### config.mk
export PLATFORM = sky130hd
export DESIGN_NAME = spl_lock_top
export DESIGN_NICKNAME = d
export VERILOG_FILES = /design/src/rtl/spl_pkg.sv /design/src/rtl/spl_sync.sv /design/src/rtl/spl_lock_top.sv
export SDC_FILE = /design/constraint.sdc
export NUM_CORES = 1
export LEC_CHECK = 0
export ABC_AREA = 0
export ABC_CLOCK_PERIOD_IN_PS = 3650
export BUFFER_PORTS_ARGS = -buffer_cell sky130_fd_sc_hd__buf_2
export CAP_MARGIN = 20
export CORE_ASPECT_RATIO = 1.1
export CORE_MARGIN = 1.5
export CORE_UTILIZATION = 36
export CTS_CLUSTER_SIZE = 40
export DETAILED_ROUTE_END_ITERATION = 7
export HOLD_SLACK_MARGIN = 0.05
export SYNTH_ARGS = -nofsm -noshare
export SYNTH_HDL_FRONTEND = slang
export SYNTH_SLANG_ARGS = --single-unit
export TNS_END_PERCENT = 100
### constraint.sdc
create_clock -name clk_sys_i -period 3.65 [get_ports clk_sys_i]
set_clock_uncertainty 0.15 [all_clocks]
set_input_delay 0.9125 -clock clk_sys_i [delete_from_list [all_inputs] [get_ports clk_sys_i]]
set_output_delay 0.9125 -clock clk_sys_i [all_outputs]
set_load 0.02 [all_outputs]
### src/rtl/spl_pkg.sv
// constants and types shared by the sector protection lock logic
`default_nettype none
package spl_pkg;
   // ===========================================================
   // command opcodes
   localparam logic [7:0] OP_NONE       = 8'h00;
   localparam logic [7:0] OP_READ_PROT  = 8'h3c;
   localparam logic [7:0] OP_PROTECT    = 8'h36;
   localparam logic [7:0] OP_UNPROTECT  = 8'h39;
   localparam logic [7:0] OP_WRITE_STAT = 8'h01;
   localparam logic [7:0] OP_READ_STAT  = 8'h05;

   // ===========================================================
   // frame bit counts
   localparam int             CNT_W     = 6;
   localparam logic [CNT_W-1:0] CNT_MAX  = 6'h3f;
   localparam logic [CNT_W-1:0] OPC_LAST = 6'h07;
   localparam logic [CNT_W-1:0] ADR_LAST = 6'h1f;
   localparam logic [CNT_W-1:0] WSR_BITS = 6'h10;
   localparam logic [CNT_W-1:0] ADR_BITS = 6'h20;
   localparam int             SHIFT_W   = 32;

   // ===========================================================
   // status byte one layout
   localparam int STAT_LOCK   = 7;
   localparam int STAT_WP     = 4;
   localparam int STAT_SUM_HI = 3;
   localparam int STAT_SUM_LO = 2;
   localparam int GLOB_HI     = 5;
   localparam int GLOB_LO     = 2;
   localparam logic [3:0] GLOB_UNPROT = 4'h0;
   localparam logic [3:0] GLOB_PROT   = 4'hf;
   localparam logic [1:0] SUM_NONE    = 2'h0;
   localparam logic [1:0] SUM_SOME    = 2'h1;
   localparam logic [1:0] SUM_ALL     = 2'h3;

   // ===========================================================
   // reset values and output bytes
   localparam logic       LOCK_RST   = 1'b0;
   localparam logic       PROT_RST   = 1'b1;
   localparam logic [7:0] BYTE_ONES  = 8'hff;
   localparam logic [7:0] BYTE_ZEROS = 8'h00;
   localparam logic [2:0] BIT_MSB    = 3'h7;

   // ===========================================================
   // types
   typedef enum logic [1:0] {SPL_IDLE, SPL_CMD, SPL_OUT_PROT, SPL_OUT_STAT} spl_state_t;

   typedef struct packed {
      logic sck;
      logic cs_n;
      logic si;
      logic wp_n;
   } spl_pins_t;

   localparam spl_pins_t PINS_RST = '{sck: 1'b0, cs_n: 1'b1, si: 1'b0, wp_n: 1'b1};
endpackage
`default_nettype wire

### src/rtl/spl_sync.sv
// two flip-flop synchroniser for pin inputs
`default_nettype none
module spl_sync #(
   parameter int             W       = 1,
   parameter logic [W-1:0]   RST_VAL = '0
) (
   input  wire logic         clk_sys_i,
   input  wire logic         rst_i,
   input  wire logic         ce_i,
   input  wire logic [W-1:0] d_i,
   output logic      [W-1:0] q_o
);
   logic [W-1:0] meta_ff;
   logic [W-1:0] q_ff;

   // ===========================================================
   // first stage feeds only the second stage
   always_ff @(posedge clk_sys_i) begin
      if (rst_i) begin
         meta_ff <= RST_VAL;
         q_ff    <= RST_VAL;
      end else if (ce_i) begin
         meta_ff <= d_i;
         q_ff    <= meta_ff;
      end
   end

   assign q_o = q_ff;
endmodule
`default_nettype wire

### src/rtl/spl_lock_top.sv
// sector protection read, lock bit and write-protect locking of a serial flash
`default_nettype none
module spl_lock_top
   import spl_pkg::*;
#(
   parameter int SECT_BITS = 4,
   parameter int SECT_LSB  = 16,
   parameter int NUM_SECT  = 1 << SECT_BITS
) (
   input  wire logic                clk_sys_i,
   input  wire logic                rst_i,
   input  wire logic                ce_i,
   input  wire logic                sck_i,
   input  wire logic                cs_n_i,
   input  wire logic                si_i,
   input  wire logic                wp_n_i,
   output logic                     so_o,
   output logic                     so_oe_o,
   output logic [7:0]               status_byte_o,
   output logic [NUM_SECT-1:0]      prot_bits_o,
   output logic                     lock_o,
   output logic                     hw_locked_o
);
   // ===========================================================
   // pin synchronisation and edge detection
   spl_pins_t pins_raw;
   spl_pins_t pins_s;
   logic      sck_d_ff;
   logic      cs_d_ff;
   logic      sck_rise;
   logic      sck_fall;
   logic      cs_rise;

   assign pins_raw = '{sck: sck_i, cs_n: cs_n_i, si: si_i, wp_n: wp_n_i};

   spl_sync #(
      .W       ($bits(spl_pins_t)),
      .RST_VAL (PINS_RST)
   ) u_sync (
      .clk_sys_i (clk_sys_i),
      .rst_i     (rst_i),
      .ce_i      (ce_i),
      .d_i       (pins_raw),
      .q_o       (pins_s)
   );

   always_ff @(posedge clk_sys_i) begin
      if (rst_i) begin
         sck_d_ff <= PINS_RST.sck;
         cs_d_ff  <= PINS_RST.cs_n;
      end else if (ce_i) begin
         sck_d_ff <= pins_s.sck;
         cs_d_ff  <= pins_s.cs_n;
      end
   end

   assign sck_rise = ce_i & pins_s.sck & ~sck_d_ff;
   assign sck_fall = ce_i & ~pins_s.sck & sck_d_ff;
   assign cs_rise  = ce_i & pins_s.cs_n & ~cs_d_ff;

   // ===========================================================
   // frame state, shifting and opcode capture
   spl_state_t           state_ff;
   logic [CNT_W-1:0]     bit_cnt_ff;
   logic [SHIFT_W-1:0]   shift_ff;
   logic [SHIFT_W-1:0]   nxt_shift;
   logic [7:0]           op_ff;
   logic [SECT_BITS-1:0] sect_ff;

   assign nxt_shift = {shift_ff[SHIFT_W-2:0], pins_s.si};

   // sck must not rise in the cycle after chip select falls; at 120 ns it never does
   always_ff @(posedge clk_sys_i) begin
      if (rst_i) begin
         state_ff <= SPL_IDLE;
      end else if (ce_i) begin
         if (pins_s.cs_n) begin
            state_ff <= SPL_IDLE;
         end else begin
            unique case (state_ff)
               SPL_IDLE: begin
                  state_ff <= SPL_CMD;
               end
               SPL_CMD: begin
                  if (sck_rise && bit_cnt_ff == OPC_LAST && nxt_shift[7:0] == OP_READ_STAT) begin
                     state_ff <= SPL_OUT_STAT;
                  end else if (sck_rise && bit_cnt_ff == ADR_LAST && op_ff == OP_READ_PROT) begin
                     state_ff <= SPL_OUT_PROT;
                  end
               end
               SPL_OUT_PROT: begin
                  state_ff <= SPL_OUT_PROT;
               end
               SPL_OUT_STAT: begin
                  state_ff <= SPL_OUT_STAT;
               end
            endcase
         end
      end
   end

   always_ff @(posedge clk_sys_i) begin
      if (rst_i) begin
         bit_cnt_ff <= '0;
         shift_ff   <= '0;
      end else if (ce_i) begin
         if (pins_s.cs_n) begin
            bit_cnt_ff <= '0;
            shift_ff   <= '0;
         end else if (sck_rise && state_ff != SPL_IDLE) begin
            shift_ff <= nxt_shift;
            if (bit_cnt_ff != CNT_MAX) begin
               bit_cnt_ff <= bit_cnt_ff + 1'b1;
            end
         end
      end
   end

   always_ff @(posedge clk_sys_i) begin
      if (rst_i) begin
         op_ff   <= OP_NONE;
         sect_ff <= '0;
      end else if (ce_i) begin
         if (pins_s.cs_n) begin
            op_ff <= OP_NONE;
         end else if (sck_rise && state_ff == SPL_CMD && bit_cnt_ff == OPC_LAST) begin
            op_ff <= nxt_shift[7:0];
         end else if (sck_rise && state_ff == SPL_CMD && bit_cnt_ff == ADR_LAST) begin
            sect_ff <= nxt_shift[SECT_LSB +: SECT_BITS];
         end
      end
   end

   // ===========================================================
   // serial output, changed on falling sck
   logic       so_ff;
   logic       so_oe_ff;
   logic [2:0] out_idx_ff;
   logic [7:0] rd_byte;
   logic [7:0] status_ff;
   logic [NUM_SECT-1:0] prot_ff;

   // the protection byte is built from the stored bit alone
   assign rd_byte = (state_ff == SPL_OUT_PROT) ?
                    (prot_ff[sect_ff] ? BYTE_ONES : BYTE_ZEROS) : status_ff;

   // floats a few clocks after the pin rises, because cs passes the synchroniser
   always_ff @(posedge clk_sys_i) begin
      if (rst_i) begin
         so_ff      <= 1'b0;
         so_oe_ff   <= 1'b0;
         out_idx_ff <= BIT_MSB;
      end else if (ce_i) begin
         if (pins_s.cs_n) begin
            so_ff      <= 1'b0;
            so_oe_ff   <= 1'b0;
            out_idx_ff <= BIT_MSB;
         end else if (sck_fall && (state_ff == SPL_OUT_PROT || state_ff == SPL_OUT_STAT)) begin
            so_oe_ff   <= 1'b1;
            so_ff      <= rd_byte[out_idx_ff];
            out_idx_ff <= out_idx_ff - 1'b1;
         end
      end
   end

   assign so_o    = so_ff;
   assign so_oe_o = so_oe_ff;

   // ===========================================================
   // protection and lock state, acted on at the end of a frame
   logic                 lock_ff;
   logic                 hw_lock;
   logic                 wsr_go;
   logic                 prot_go;
   logic [7:0]           wsr_data;
   logic [3:0]           glob;
   logic [SECT_BITS-1:0] sect_wr;

   assign hw_lock  = ~pins_s.wp_n & lock_ff;
   assign wsr_go   = cs_rise && op_ff == OP_WRITE_STAT && bit_cnt_ff == WSR_BITS;
   assign prot_go  = cs_rise && (op_ff == OP_PROTECT || op_ff == OP_UNPROTECT)
                     && bit_cnt_ff == ADR_BITS;
   assign wsr_data = shift_ff[7:0];
   assign glob     = wsr_data[GLOB_HI:GLOB_LO];
   assign sect_wr  = shift_ff[SECT_LSB +: SECT_BITS];

   always_ff @(posedge clk_sys_i) begin
      if (rst_i) begin
         lock_ff <= LOCK_RST;
      end else if (wsr_go && !hw_lock) begin
         if (lock_ff) begin
            if (!wsr_data[STAT_LOCK]) begin
               lock_ff <= 1'b0;
            end
         end else begin
            lock_ff <= wsr_data[STAT_LOCK];
         end
      end
   end

   // any nonzero lock bit blocks changes, so the pin only matters through the lock
   always_ff @(posedge clk_sys_i) begin
      if (rst_i) begin
         prot_ff <= {NUM_SECT{PROT_RST}};
      end else if (wsr_go && !lock_ff) begin
         if (glob == GLOB_UNPROT) begin
            prot_ff <= '0;
         end else if (glob == GLOB_PROT) begin
            prot_ff <= '1;
         end
      end else if (prot_go && !lock_ff) begin
         prot_ff[sect_wr] <= (op_ff == OP_PROTECT);
      end
   end

   // ===========================================================
   // status byte and observation outputs
   logic [7:0] nxt_status;
   logic [1:0] summary;
   logic       hw_locked_ff;

   assign summary = (&prot_ff) ? SUM_ALL : ((|prot_ff) ? SUM_SOME : SUM_NONE);

   always_comb begin
      nxt_status                          = '0;
      nxt_status[STAT_LOCK]               = lock_ff;
      nxt_status[STAT_WP]                 = pins_s.wp_n;
      nxt_status[STAT_SUM_HI:STAT_SUM_LO] = summary;
   end

   always_ff @(posedge clk_sys_i) begin
      if (rst_i) begin
         status_ff    <= '0;
         hw_locked_ff <= 1'b0;
      end else if (ce_i) begin
         status_ff    <= nxt_status;
         hw_locked_ff <= hw_lock;
      end
   end

   assign status_byte_o = status_ff;
   assign hw_locked_o   = hw_locked_ff;
   assign lock_o        = lock_ff;
   assign prot_bits_o   = prot_ff;
endmodule
`default_nettype wire

# ---- After elaboration in Yosys (flattened, before gate mapping)
# Index checks and enable logic that the tools add are counted.
dict set report word_totals {
  in_bits 7
  register_bits 77
  out_inout_bits 28
  elab_cells 123
}
dict set report classes {
  eq_ne 16
  n_addsub 2
  mux 34
  n_bitwise 13
  reduce_logical 38
  order_cmp 4
}
# operator count
set op_table {}
lappend op_table {{$mux W16} 4}
lappend op_table {{$mux W20} 2}
lappend op_table {{$mux W8} 4}
lappend op_table {{$eq A8 B6 Y1 const B} 3}
lappend op_table {{$mux W6} 3}
lappend op_table {{$logic_and A1 B1 Y1} 17}
lappend op_table {{$bwmux W16} 1}
lappend op_table {{$reduce_and A16 Y1} 1}
lappend op_table {{$reduce_or A16 Y1} 1}
lappend op_table {{$eq A6 B5 Y1 const B} 2}
lappend op_table {{$reduce_bool A2 Y1} 6}
lappend op_table {{$lt A4 B5 Y1 const B} 2}
lappend op_table {{$mux W1} 10}
lappend op_table {{$reduce_and A2 Y1} 5}
lappend op_table {{$eq A8 B1 Y1 const B} 1}
lappend op_table {{$eq A8 B3 Y1 const B} 1}
lappend op_table {{$mux W2} 4}
lappend op_table {{$pmux W2 S4} 1}
lappend op_table {{$and A1 B1 Y1} 7}
lappend op_table {{$add A6 B1 Y6 const B} 1}
lappend op_table {{$eq A6 B3 Y1 const B} 1}
lappend op_table {{$eq A6 B6 Y1 const B} 1}
lappend op_table {{$mux W3} 2}
lappend op_table {{$ne A6 B6 Y1 const B} 1}
lappend op_table {{other kinds (18)} 26}

# ---- Longest topological paths before layout
# Gate-level depths: netlist of the first run.
dict set report logic_depth {
  depth_word 8
  mapped_depth 8
}

# ---- Cells and area by module
# From an unflattened synthesis of the first run, not the netlist that was laid out.
dict set report hier_totals {
  cells_unflattened 377
  area_unflattened_um2 3550.9
}
# module area_per_inst_um2 seq_area_each_um2 n_inst cells_each
set by_module_without_submodules {}
lappend by_module_without_submodules {spl_lock_top 3253.1 1381.3 1 351}
lappend by_module_without_submodules {spl_sync 297.8 160.2 1 26}

# ---- Worst setup path after synthesis of the first run
# No wires, ideal clock.
dict set report synth_path {
  kind {input-to-reg}
  start {input port ce_i}
  end {register prot_ff[0] (netlist: prot_bits_o[0])}
  setup_time_ps 79
  arrival_ps 2362
  path_stages 7
  setup_slack_ps 1059
  required_ps 3421
  path_cell_list {clkbuf_1 -> nand2_1 -> a211oi_4 -> nand4bb_1 -> buf_2 -> o311a_1 -> a211oi_2}
}
dict set report synth_via {
  elab_chain_cells 7
}
# item line_no
set synth_rtl {}
lappend synth_rtl {{start, declared} spl_lock_top.sv:12} ;# input wire logic ce_i,
lappend synth_rtl {{$and A1 B1 Y1 * (2 in a row)} spl_lock_top.sv:59} ;# assign cs_rise = ce_i & pins_s.cs_n & ~cs_d_ff;
lappend synth_rtl {{$logic_and A1 B1 Y1 (on tied branches)} {spl_lock_top.sv:180, spl_lock_top.sv:181}}
lappend synth_rtl {{$logic_and A1 B1 Y1 (on tied branches)} {spl_lock_top.sv:180, spl_lock_top.sv:182}}
lappend synth_rtl {{$logic_and A1 B1 Y1 (on tied branches)} {spl_lock_top.sv:205, spl_lock_top.sv:211}}
lappend synth_rtl {{$ne A3 B1 Y1 (no line) or $reduce_bool A2 Y1 (tied branches)} n/a}
lappend synth_rtl {{$reduce_and A2 Y1 (no line)} n/a}
lappend synth_rtl {{end signal, assigned} spl_lock_top.sv:204} ;# prot_ff <= {NUM_SECT{PROT_RST}};
lappend synth_rtl {{end signal, assigned by index} spl_lock_top.sv:212} ;# prot_ff[sect_wr] <= (op_ff == OP_PROTECT);
lappend synth_rtl {{end, declared} spl_lock_top.sv:141} ;# logic [NUM_SECT-1:0] prot_ff;
# Every way passes the cells marked *; elsewhere a longest branch is shown, timed or not.
# A chain may end at the register's enable or synchronous reset.

# ---- Worst setup path after layout of the first run
dict set report layout_path {
  start {register u_sync.q_ff[2] (netlist: u_sync.q_o[2])}
  end {register prot_ff[0] (netlist: prot_bits_o[0])}
}
dict set report layout_via {
  elab_chain_cells 7
}
# item line_no
set layout_rtl {}
lappend layout_rtl {{start, declared} spl_sync.sv:14} ;# logic [W-1:0] q_ff;
lappend layout_rtl {{start signal, assigned} spl_sync.sv:24} ;# q_ff <= meta_ff;
lappend layout_rtl {{$and A1 B1 Y1 * (2 in a row)} spl_lock_top.sv:59}
lappend layout_rtl {{$logic_and A1 B1 Y1 (on tied branches)} {spl_lock_top.sv:180, spl_lock_top.sv:181}}
lappend layout_rtl {{$logic_and A1 B1 Y1 (on tied branches)} {spl_lock_top.sv:180, spl_lock_top.sv:182}}
lappend layout_rtl {{$logic_and A1 B1 Y1 (on tied branches)} {spl_lock_top.sv:205, spl_lock_top.sv:211}}
lappend layout_rtl {{$ne A3 B1 Y1 (no line) or $reduce_bool A2 Y1 (tied branches)} n/a}
lappend layout_rtl {{$reduce_and A2 Y1 (no line)} n/a}
# Marked as above.

==> results of run 1 <==
worst max-delay path, stage by stage, from the launching register on:
cell       delay [ns]
dfxtp_1          0.84
nand2_1          0.27
a211oi_4         0.40
nand4bb_1        0.33
o311a_1          0.39
a211oi_2         0.19
stage by stage:
| stage | hold slack [ns] | utilization [%] |
|---|---|---|
| floorplan | 0.2812 | - |
| global placement | 0.3017 | 39.87 |
| detailed placement | 0.3141 | 39.87 |
| CTS | 0.3372 | 42.51 |
| global route | 0.3630 | 42.51 |
| finish | 0.3342 | 42.51 |
area by class of cell:
| class | instances | area [sq um] |
|---|---|---|
| timing repair buffer | 36 | 195.2 |
| clock inverter | 6 | 135.1 |
| clock buffer | 10 | 127.6 |
| multi-input combinational | 287 | 1993 |
| sequential | 77 | 1541 |
| fill | 989 | 5741 |
| tap | 120 | 150.1 |
| inverter | 27 | 101.3 |
state kept, by name, indices dropped and copies added, names as in the netlist:
name and cells:
prot_bits_o 16, u_sync.q_o 4, out_idx_ff 3, hw_locked_o 1, so_o 1, sck_d_ff 1
status_byte_o 4, u_sync.meta_ff 4, cs_d_ff 1, op_ff 8, lock_o 1, state_ff 2
bit_cnt_ff 6, sect_ff 4, shift_ff 20, so_oe_o 1
layout by cell type, fill, tap and decap left out, types with 7 or more instances in the layout:
cell type / instances
inv_1: 27
nand3_1: 9
clkbuf_8: 9
nor4_1: 7
dfxtp_1: 77
a21oi_1: 21
nor3_1: 8
nand3b_1: 11
mux2i_1: 18
a22oi_1: 20
o211a_1: 12
nor2_1: 55
nand2_1: 20
nand2b_1: 12
buf_2: 30
a211oi_1: 13
cells by family (layout without fill, tap and decap cells):
logic type               after synthesis  in the layout  synth area share, %
XOR/XNOR                               1              1               0.2333
multiplexers                          23             23                6.897
AND/OR/NAND/NOR                      160            160                24.69
adder cells (fa/ha/maj)                3              3               0.9998
other                                  1              4              0.09987
flip-flops                            77             77                41.05
buffers and inverters                 58             79                6.298
AO/OA/AOI/OAI                         96             96                19.73
power breakdown:
part	internal [uW]	switching [uW]	leakage, uW	total, uW
combinational	24.1	54.8	0.00103	78.9
clock	523	322	0.000123	845
sequential	848	9.38	0.000624	858
total	1400	386	0.00178	1780
final timing paths:
kind | startpoint | endpoint | slack (ns) | cells after the start
min | u_sync.meta_ff[2] | u_sync.q_o[2] | 0.33 | 2
min reg2reg | u_sync.meta_ff[2] | u_sync.q_o[2] | 0.33 | 2
max reg2reg | u_sync.q_o[2] | prot_bits_o[0] | 1.0 | 5
max | u_sync.q_o[2] | prot_bits_o[0] | 1.0 | 5
layer usage:
| metal | share of wire (%) | GRT usage (%) |
|---|---|---|
| met5 | 0 | 0 |
| met4 | 1.4 | 6.439 |
| met3 | 3.4 | 4.477 |
| met2 | 47 | 26.04 |
| met1 | 48 | 21.85 |
==> run metrics, run 1 <==
clk_lat worst skew 0.37 ns; Async SR Flop Fraction 0%; GRT overflow 0; All-Layer GR Usage 16.61%; clock transition at the registers of the reported paths 0.08 ns; Longest Clk Path Bufs 2; most common cell in the netlist dfxtp_1; vias in the first global route 2,771; hold crit path type reg2reg; # rows 38; I/O Pins 35; CP max FO 24; DR WL/cell 15.34 um; CP Data Required Time 3.79 ns; largest net degree at the start of global routing 28; Area Overhead vs Synth 13.03%; Tmin final 2.653 ns; nets 448; Main synth FF type dfxtp_1; total CTS buffers 9; Mapped Area 0.003755 sq mm; unrepaired setup endpoints after global routing false; Setup crit end kind flip-flop; Initial Util 37.61%; number of diodes 0; WS Path Type reg2reg; Setup WS post-layout 0.9973 ns; synth warn 0; Max Cap Viol 0; CTS tree built; DIE HEIGHT 110.1 um; Hold Buf Count CTS 0; # DRC 0; layout cells sized above 1 16.70%; Setup crit start kind flip-flop; Yosys cell types 57; Synth top area share 41.05%; Port Buf Inserts 30; fmax 377.0 MHz; setup repair bufs after CTS 0; final instance area 0.004244 sq mm; outcome complete, no violations; post-detailed-route count of antenna-violating nets 0; DRT iter0 DRCs 218; Final Hold Viols 0; global-route wire length before repair 14.06 mm; leakage 0.001779 uW; Via Count 3,109; H-tree depth 3; Placement Cell Area 0.003981 sq mm; VDD IR max 0.1876 mV; die area 0.01105 sq mm; Slew headroom 46.71%; #FFs+latches synth 77; syn avg cell area 8.961 sq um; final setup TNS 0 ns; fin crit share 72.68%; Gates resized, CTS repair 0; Clock Tree Root clkbuf_8; final total power 1781 uW; Max Slew Vio Count 0; Syn Inst Count 419; routed wire length 8.639 mm; DP HPWL 5.959 mm; Arr. time, crit path 2.79 ns; Slew @ Worst Pin 0.7983 ns; endpoints failing setup 0; Synth area leader dfxtp_1; Final Wtd Congestion 0.8316; Synth area leaders dfxtp_1, nor2_1, mux2i_1; die width 100.4 um; cell area power density 419.7 mW/mm^2; number of synthesized flops with an enable pin 0; initial antenna violation count 0; core area 0.009985 sq mm; Cell Count Post-Placement 547; vias per cell 5.522; drt pass-1 iters 4; Clock Sinks 77; Commonest cells post-synth dfxtp_1, nor2_1, inv_1, a21oi_1; Seq/Total Area, Yosys 41.05%; non-filler cells in the finished layout 563; Placement Setup Slack 0.7266 ns
Power figures use the tool's default switching activity.
==> run 2, diff against run 1 <==
--- a/config.mk
+++ b/config.mk
@@ -6,7 +6,7 @@
 export NUM_CORES = 1
 export LEC_CHECK = 0
 export ABC_AREA = 0
-export ABC_CLOCK_PERIOD_IN_PS = 3650
+export ABC_CLOCK_PERIOD_IN_PS = 2800
 export BUFFER_PORTS_ARGS = -buffer_cell sky130_fd_sc_hd__buf_2
 export CAP_MARGIN = 20
 export CORE_ASPECT_RATIO = 1.1
==> constraint.sdc (replaced) <==
create_clock -name clk_sys_i -period 2.8 [get_ports clk_sys_i]
set_clock_uncertainty 0.15 [all_clocks]
set_input_delay 0.7 -clock clk_sys_i [delete_from_list [all_inputs] [get_ports clk_sys_i]]
set_output_delay 0.7 -clock clk_sys_i [all_outputs]
set_load 0.02 [all_outputs]
==> run 2 against run 1 <==
Net effect:
- first-iteration DRC count increased by 4.1%
- die area unchanged
- setup slack worse by 0.69 ns
- non-clock buffer count up 4
- sequential power grew 31%
- register-to-register slack got worse by 0.69 ns
- design area decreased by 0.65%
- core utilization decreased by 0.28 points
- combinational power increased by 38%
- total power rose by 18%
- critical path depth up 2
- global-route usage increased by 0.15 points
==> run metrics, run 2 (same netlist as run 1, synthesis figures left out) <==
outcome complete, no violations; initial antenna violation count 0; I/O Pins 35; clock transition at the registers of the reported paths 0.08 ns; Slew @ Worst Pin 0.7569 ns; Largest Register shift_ff; Gates resized, CTS repair 0; max FFs per register 20; Tmin final 2.492 ns; endpoints failing setup 0; DP HPWL 6.176 mm; DRT iter0 DRCs 227; fmax 401.2 MHz; DR WL/cell 15.68 um; core area 0.009985 sq mm; leakage 0.001779 uW; total CTS buffers 9; Setup crit start kind flip-flop; vias per cell 5.514; setup repair bufs after CTS 0; fin crit share 89.02%; worst r2r path cells 7; Setup crit end kind flip-flop; Via Count 3,121; Hold Buf Count CTS 0; CP Data Required Time 2.91 ns; most frequent cells in the layout dfxtp_1, nor2_1, buf_2; GRT overflow 0; Arr. time, crit path 2.60 ns; Final Wtd Congestion 0.8129; H-tree depth 3; Final Hold Viols 0; die area 0.01105 sq mm; VDD IR max 0.1811 mV; Hold Crit Depth 2; Longest Clk Path Bufs 2; routed wire length 8.875 mm; post-detailed-route count of antenna-violating nets 0; Clock Tree Root clkbuf_8; Initial Util 37.61%; DIE HEIGHT 110.1 um; CTS tree built; # DRC 0; Max Cap Viol 0; CP max FO 8; layout cells sized above 1 17.04%; All-Layer GR Usage 16.76%; final setup TNS 0 ns; global-route wire length before repair 14.46 mm; number of diodes 0; nets 452; vias in the first global route 2,966; Slew headroom 49.54%; die width 100.4 um; Area Overhead vs Synth 12.30%; final instance area 0.004217 sq mm; unrepaired setup endpoints after global routing false; # rows 38; drt pass-1 iters 4; Port Buf Inserts 30; most common cell after layout, fill and taps aside dfxtp_1; Placement Cell Area 0.004011 sq mm; Max Slew Vio Count 0; WS Path Type reg2reg; Clock Sinks 77; clk_lat worst skew 0.34 ns; largest net degree at the start of global routing 34; hold crit path type reg2reg; cell area power density 499.7 mW/mm^2
==> run 2: changes by cell type in the layout (fill, tap and decap cells not counted), sizes merged <==
cell,before,now
clkinv,0,2
clkbuf,10,11
clkinvlp,2,0
buf,36,40
bufinv,4,2
==> run 2: cell type report <==
cell class	count	area [sq um]
multi-input cells	287	1993
inverters	27	101.3
clock inverters	4	73.82
repair buffers	40	225.2
well taps	120	150.1
fillers	998	5768
flip-flops and latches	77	1541
clock buffers	11	131.4
==> run 2: worst max-delay path, cell delays in order, from the launching register on <==
cell and delay (ns):
dfxtp_1 0.36, inv_1 0.07, ha_1 0.12, or4b_4 0.48, a211oi_4 0.29, nand4bb_1 0.34, o311a_1 0.40, a211oi_2 0.19
==> run 2: where the power goes <==
group          leakage (uW)  switching [uW]  internal [uW]
Clock              0.000103             385            498
Combinational       0.00105            74.9           34.1
Sequential         0.000624            9.39           1110
Total               0.00178             469           1640
==> run 2: layer usage <==
| metal | global-route usage, % | vias up | wire length (um) |
|---|---|---|---|
| li1 | - | 1562 | - |
| met1 | 21.23 | 1499 | 4157 |
| met2 | 27.94 | 56 | 4331 |
| met3 | 3.657 | 4 | 293 |
| met4 | 6.539 | 0 | 93 |
| met5 | 0 | - | 0 |
==> run 2: per-stage QoR <==
stage | instances | setup WS (ns) | utilization (%) | power [uW] | hold slack (ns)
CTS | 566 | 0.2995 | 42.23 | 2142 | 0.3327
global route | 566 | 0.1514 | 42.23 | 2201 | 0.3691
floorplan | 422 | 0.4213 | - | 1220 | 0.2812
finish | 566 | 0.3076 | 42.23 | 2107 | 0.3293
global placement | 551 | 0.3092 | 40.18 | 1248 | 0.3098
detailed placement | 551 | 0.2568 | 40.18 | 1251 | 0.3177
==> run 2: path summary, 6_finish.rpt <==
check                                   start  slack, ns        endpoint
worst min register to register           so_o       0.33            so_o
worst max register to register  bit_cnt_ff[0]       0.31  prot_bits_o[0]
worst min-delay path                     so_o       0.33            so_o
worst max-delay path            bit_cnt_ff[0]       0.31  prot_bits_o[0]
==> run 3, diff against run 2 <==
--- a/config.mk
+++ b/config.mk
@@ -15,6 +15,7 @@
 export CTS_CLUSTER_SIZE = 40
 export DETAILED_ROUTE_END_ITERATION = 7
 export HOLD_SLACK_MARGIN = 0.05
+export PLACE_DENSITY = 0.63
 export SYNTH_ARGS = -nofsm -noshare
 export SYNTH_HDL_FRONTEND = slang
 export SYNTH_SLANG_ARGS = --single-unit
==> constraint.sdc (replaced) <==
create_clock -name clk_sys_i -period 2.8 [get_ports clk_sys_i]
set_clock_uncertainty 0.15 [all_clocks]
set_input_delay 0.7 -clock clk_sys_i [delete_from_list [all_inputs] [get_ports clk_sys_i]]
set_output_delay 0.7 -clock clk_sys_i [all_outputs]
set_load 0.005 [all_outputs]
==> run 3 against run 2 <==
Net effect:
- clock-buffer cell count is 1 higher
- maximum frequency is 1.4% lower
- setup slack worse by 0.034 ns
- largest cell class unchanged
- critical path type unchanged
- core utilization is 0.35 points higher
- highest routed layer unchanged
- via count is 0.80% lower
==> run metrics, run 3 (same netlist as run 1, synthesis figures left out) <==
CTS tree built; core area 0.009985 sq mm; unrepaired setup endpoints after global routing false; Max Cap Viol 0; number of diodes 0; clock transition at the registers of the reported paths 0.08 ns; post-detailed-route count of antenna-violating nets 0; vias per cell 5.460; Longest Clk Path Bufs 2; routed wire length 8.668 mm; Worst path slowest cell or4b_4; largest net degree at the start of global routing 33; Max Slew Vio Count 0; Comb power frac 4.5%; # DRC 0; most common cell after layout, fill and taps aside dfxtp_1; Port Buf Inserts 30; Clock Sinks 77; clk_lat worst skew 0.36 ns; Area Overhead vs Synth 13.23%; final setup TNS 0 ns; Final Hold Viols 0; CP Data Required Time 2.93 ns; total CTS buffers 9; Slew @ Worst Pin 0.7442 ns; Via Count 3,096; outcome complete, no violations; # rows 38; Arr. time, crit path 2.66 ns; layout cells sized above 1 17.23%; All-Layer GR Usage 16.44%; Sw Ratio 21.59%; Placement Setup Slack 0.2381 ns; Final Wtd Congestion 0.8185; most frequent cells in the layout dfxtp_1, nor2_1, buf_2; I/O Pins 35; fin crit share 90.24%; final instance area 0.004252 sq mm; DP HPWL 6.000 mm; Gates resized, CTS repair 0; Initial Util 37.61%; die width 100.4 um; Sequential Power Share 49.8%; endpoints failing setup 0; Setup WS post-layout 0.2732 ns; die area 0.01105 sq mm; drt pass-1 iters 5; Slew headroom 50.39%; CP peak stage delay 0.48 ns; WS Path Type reg2reg; CP max FO 8; Clock Tree Root clkbuf_8; DIE HEIGHT 110.1 um; nets 452; fin util 42.58%; Tmin final 2.527 ns; Placement Cell Area 0.004011 sq mm; crit path cell chain inv_1 > ha_1 > or4b_4 > a211oi_4 > nand4bb_1 > o311a_1 > a211oi_2; Clk pwr share 45.7%; global-route wire length before repair 14.12 mm; initial antenna violation count 0; setup repair bufs after CTS 0; worst r2r path cells 7; H-tree depth 3; hold crit path type reg2reg; GRT overflow 0; Hold Buf Count CTS 0; DRT iter0 DRCs 180; max FFs per register 20; switching power 483.3 uW; vias in the first global route 2,870; fmax 395.8 MHz; Hold Crit Depth 2; Setup crit start kind flip-flop; VDD IR max 0.2731 mV; number of fill cells in the layout 1,028; P_int 1756 uW; leakage 0.001796 uW; cell area power density 526.6 mW/mm^2; Largest Register shift_ff; DR WL/cell 15.29 um; Setup crit end kind flip-flop
run 3: layout make-up:
type | instances | area [sq um] | area share, %
Multi-Input combinational cell | 287 | 1993 | 46.88
Sequential cell | 77 | 1541 | 36.26
Tap cell | 120 | 150.1 | 3.531
Timing Repair Buffer | 40 | 225.2 | 5.297
Clock buffer | 12 | 145.1 | 3.414
Inverter | 27 | 101.3 | 2.384
Clock inverter | 4 | 95.09 | 2.237
run 3: power groups by stage:
stage,combinational [uW],clock [uW],sequential (uW)
after CTS,102,1040,1110
after global placement,100,0,1140
after global routing,112,1080,1120
after floorplan,74.3,0,1140
final,101,1020,1110
after detailed placement,102,0,1140
run 3: final timing paths:
path / startpoint / to / slack, ns
min reg2reg: u_sync.meta_ff[2] / u_sync.q_o[2] / 0.33
max reg2reg: bit_cnt_ff[0] / prot_bits_o[0] / 0.27
max: bit_cnt_ff[0] / prot_bits_o[0] / 0.27
min: u_sync.meta_ff[2] / u_sync.q_o[2] / 0.33
run 3: through the flow:
stage	total power, uW	cells	hold WS [ns]
final	2239	567	0.3264
after global routing	2310	567	0.3505
after CTS	2256	567	0.3331
after detailed placement	1242	551	0.3186
after global placement	1240	551	0.3058
after floorplan	1213	422	0.2812
run 3: metal layers:
| layer | GRT usage (%) | vias to the layer above | wire [um] |
|---|---|---|---|
| met5 | 0 | - | 0 |
| met4 | 8.249 | 0 | 155 |
| met1 | 20.77 | 1459 | 4110 |
| met2 | 27.11 | 57 | 4114 |
| li1 | - | 1566 | - |
| met3 | 2.900 | 14 | 287 |
run 3: worst max-delay path, delay by kind of cell (launching register included):
family / cells / cell delay, ns
simple gates: 2 / 0.85
fa+ha+maj: 1 / 0.13
compound gates: 3 / 0.90
buf+inv: 1 / 0.07
flops: 1 / 0.36
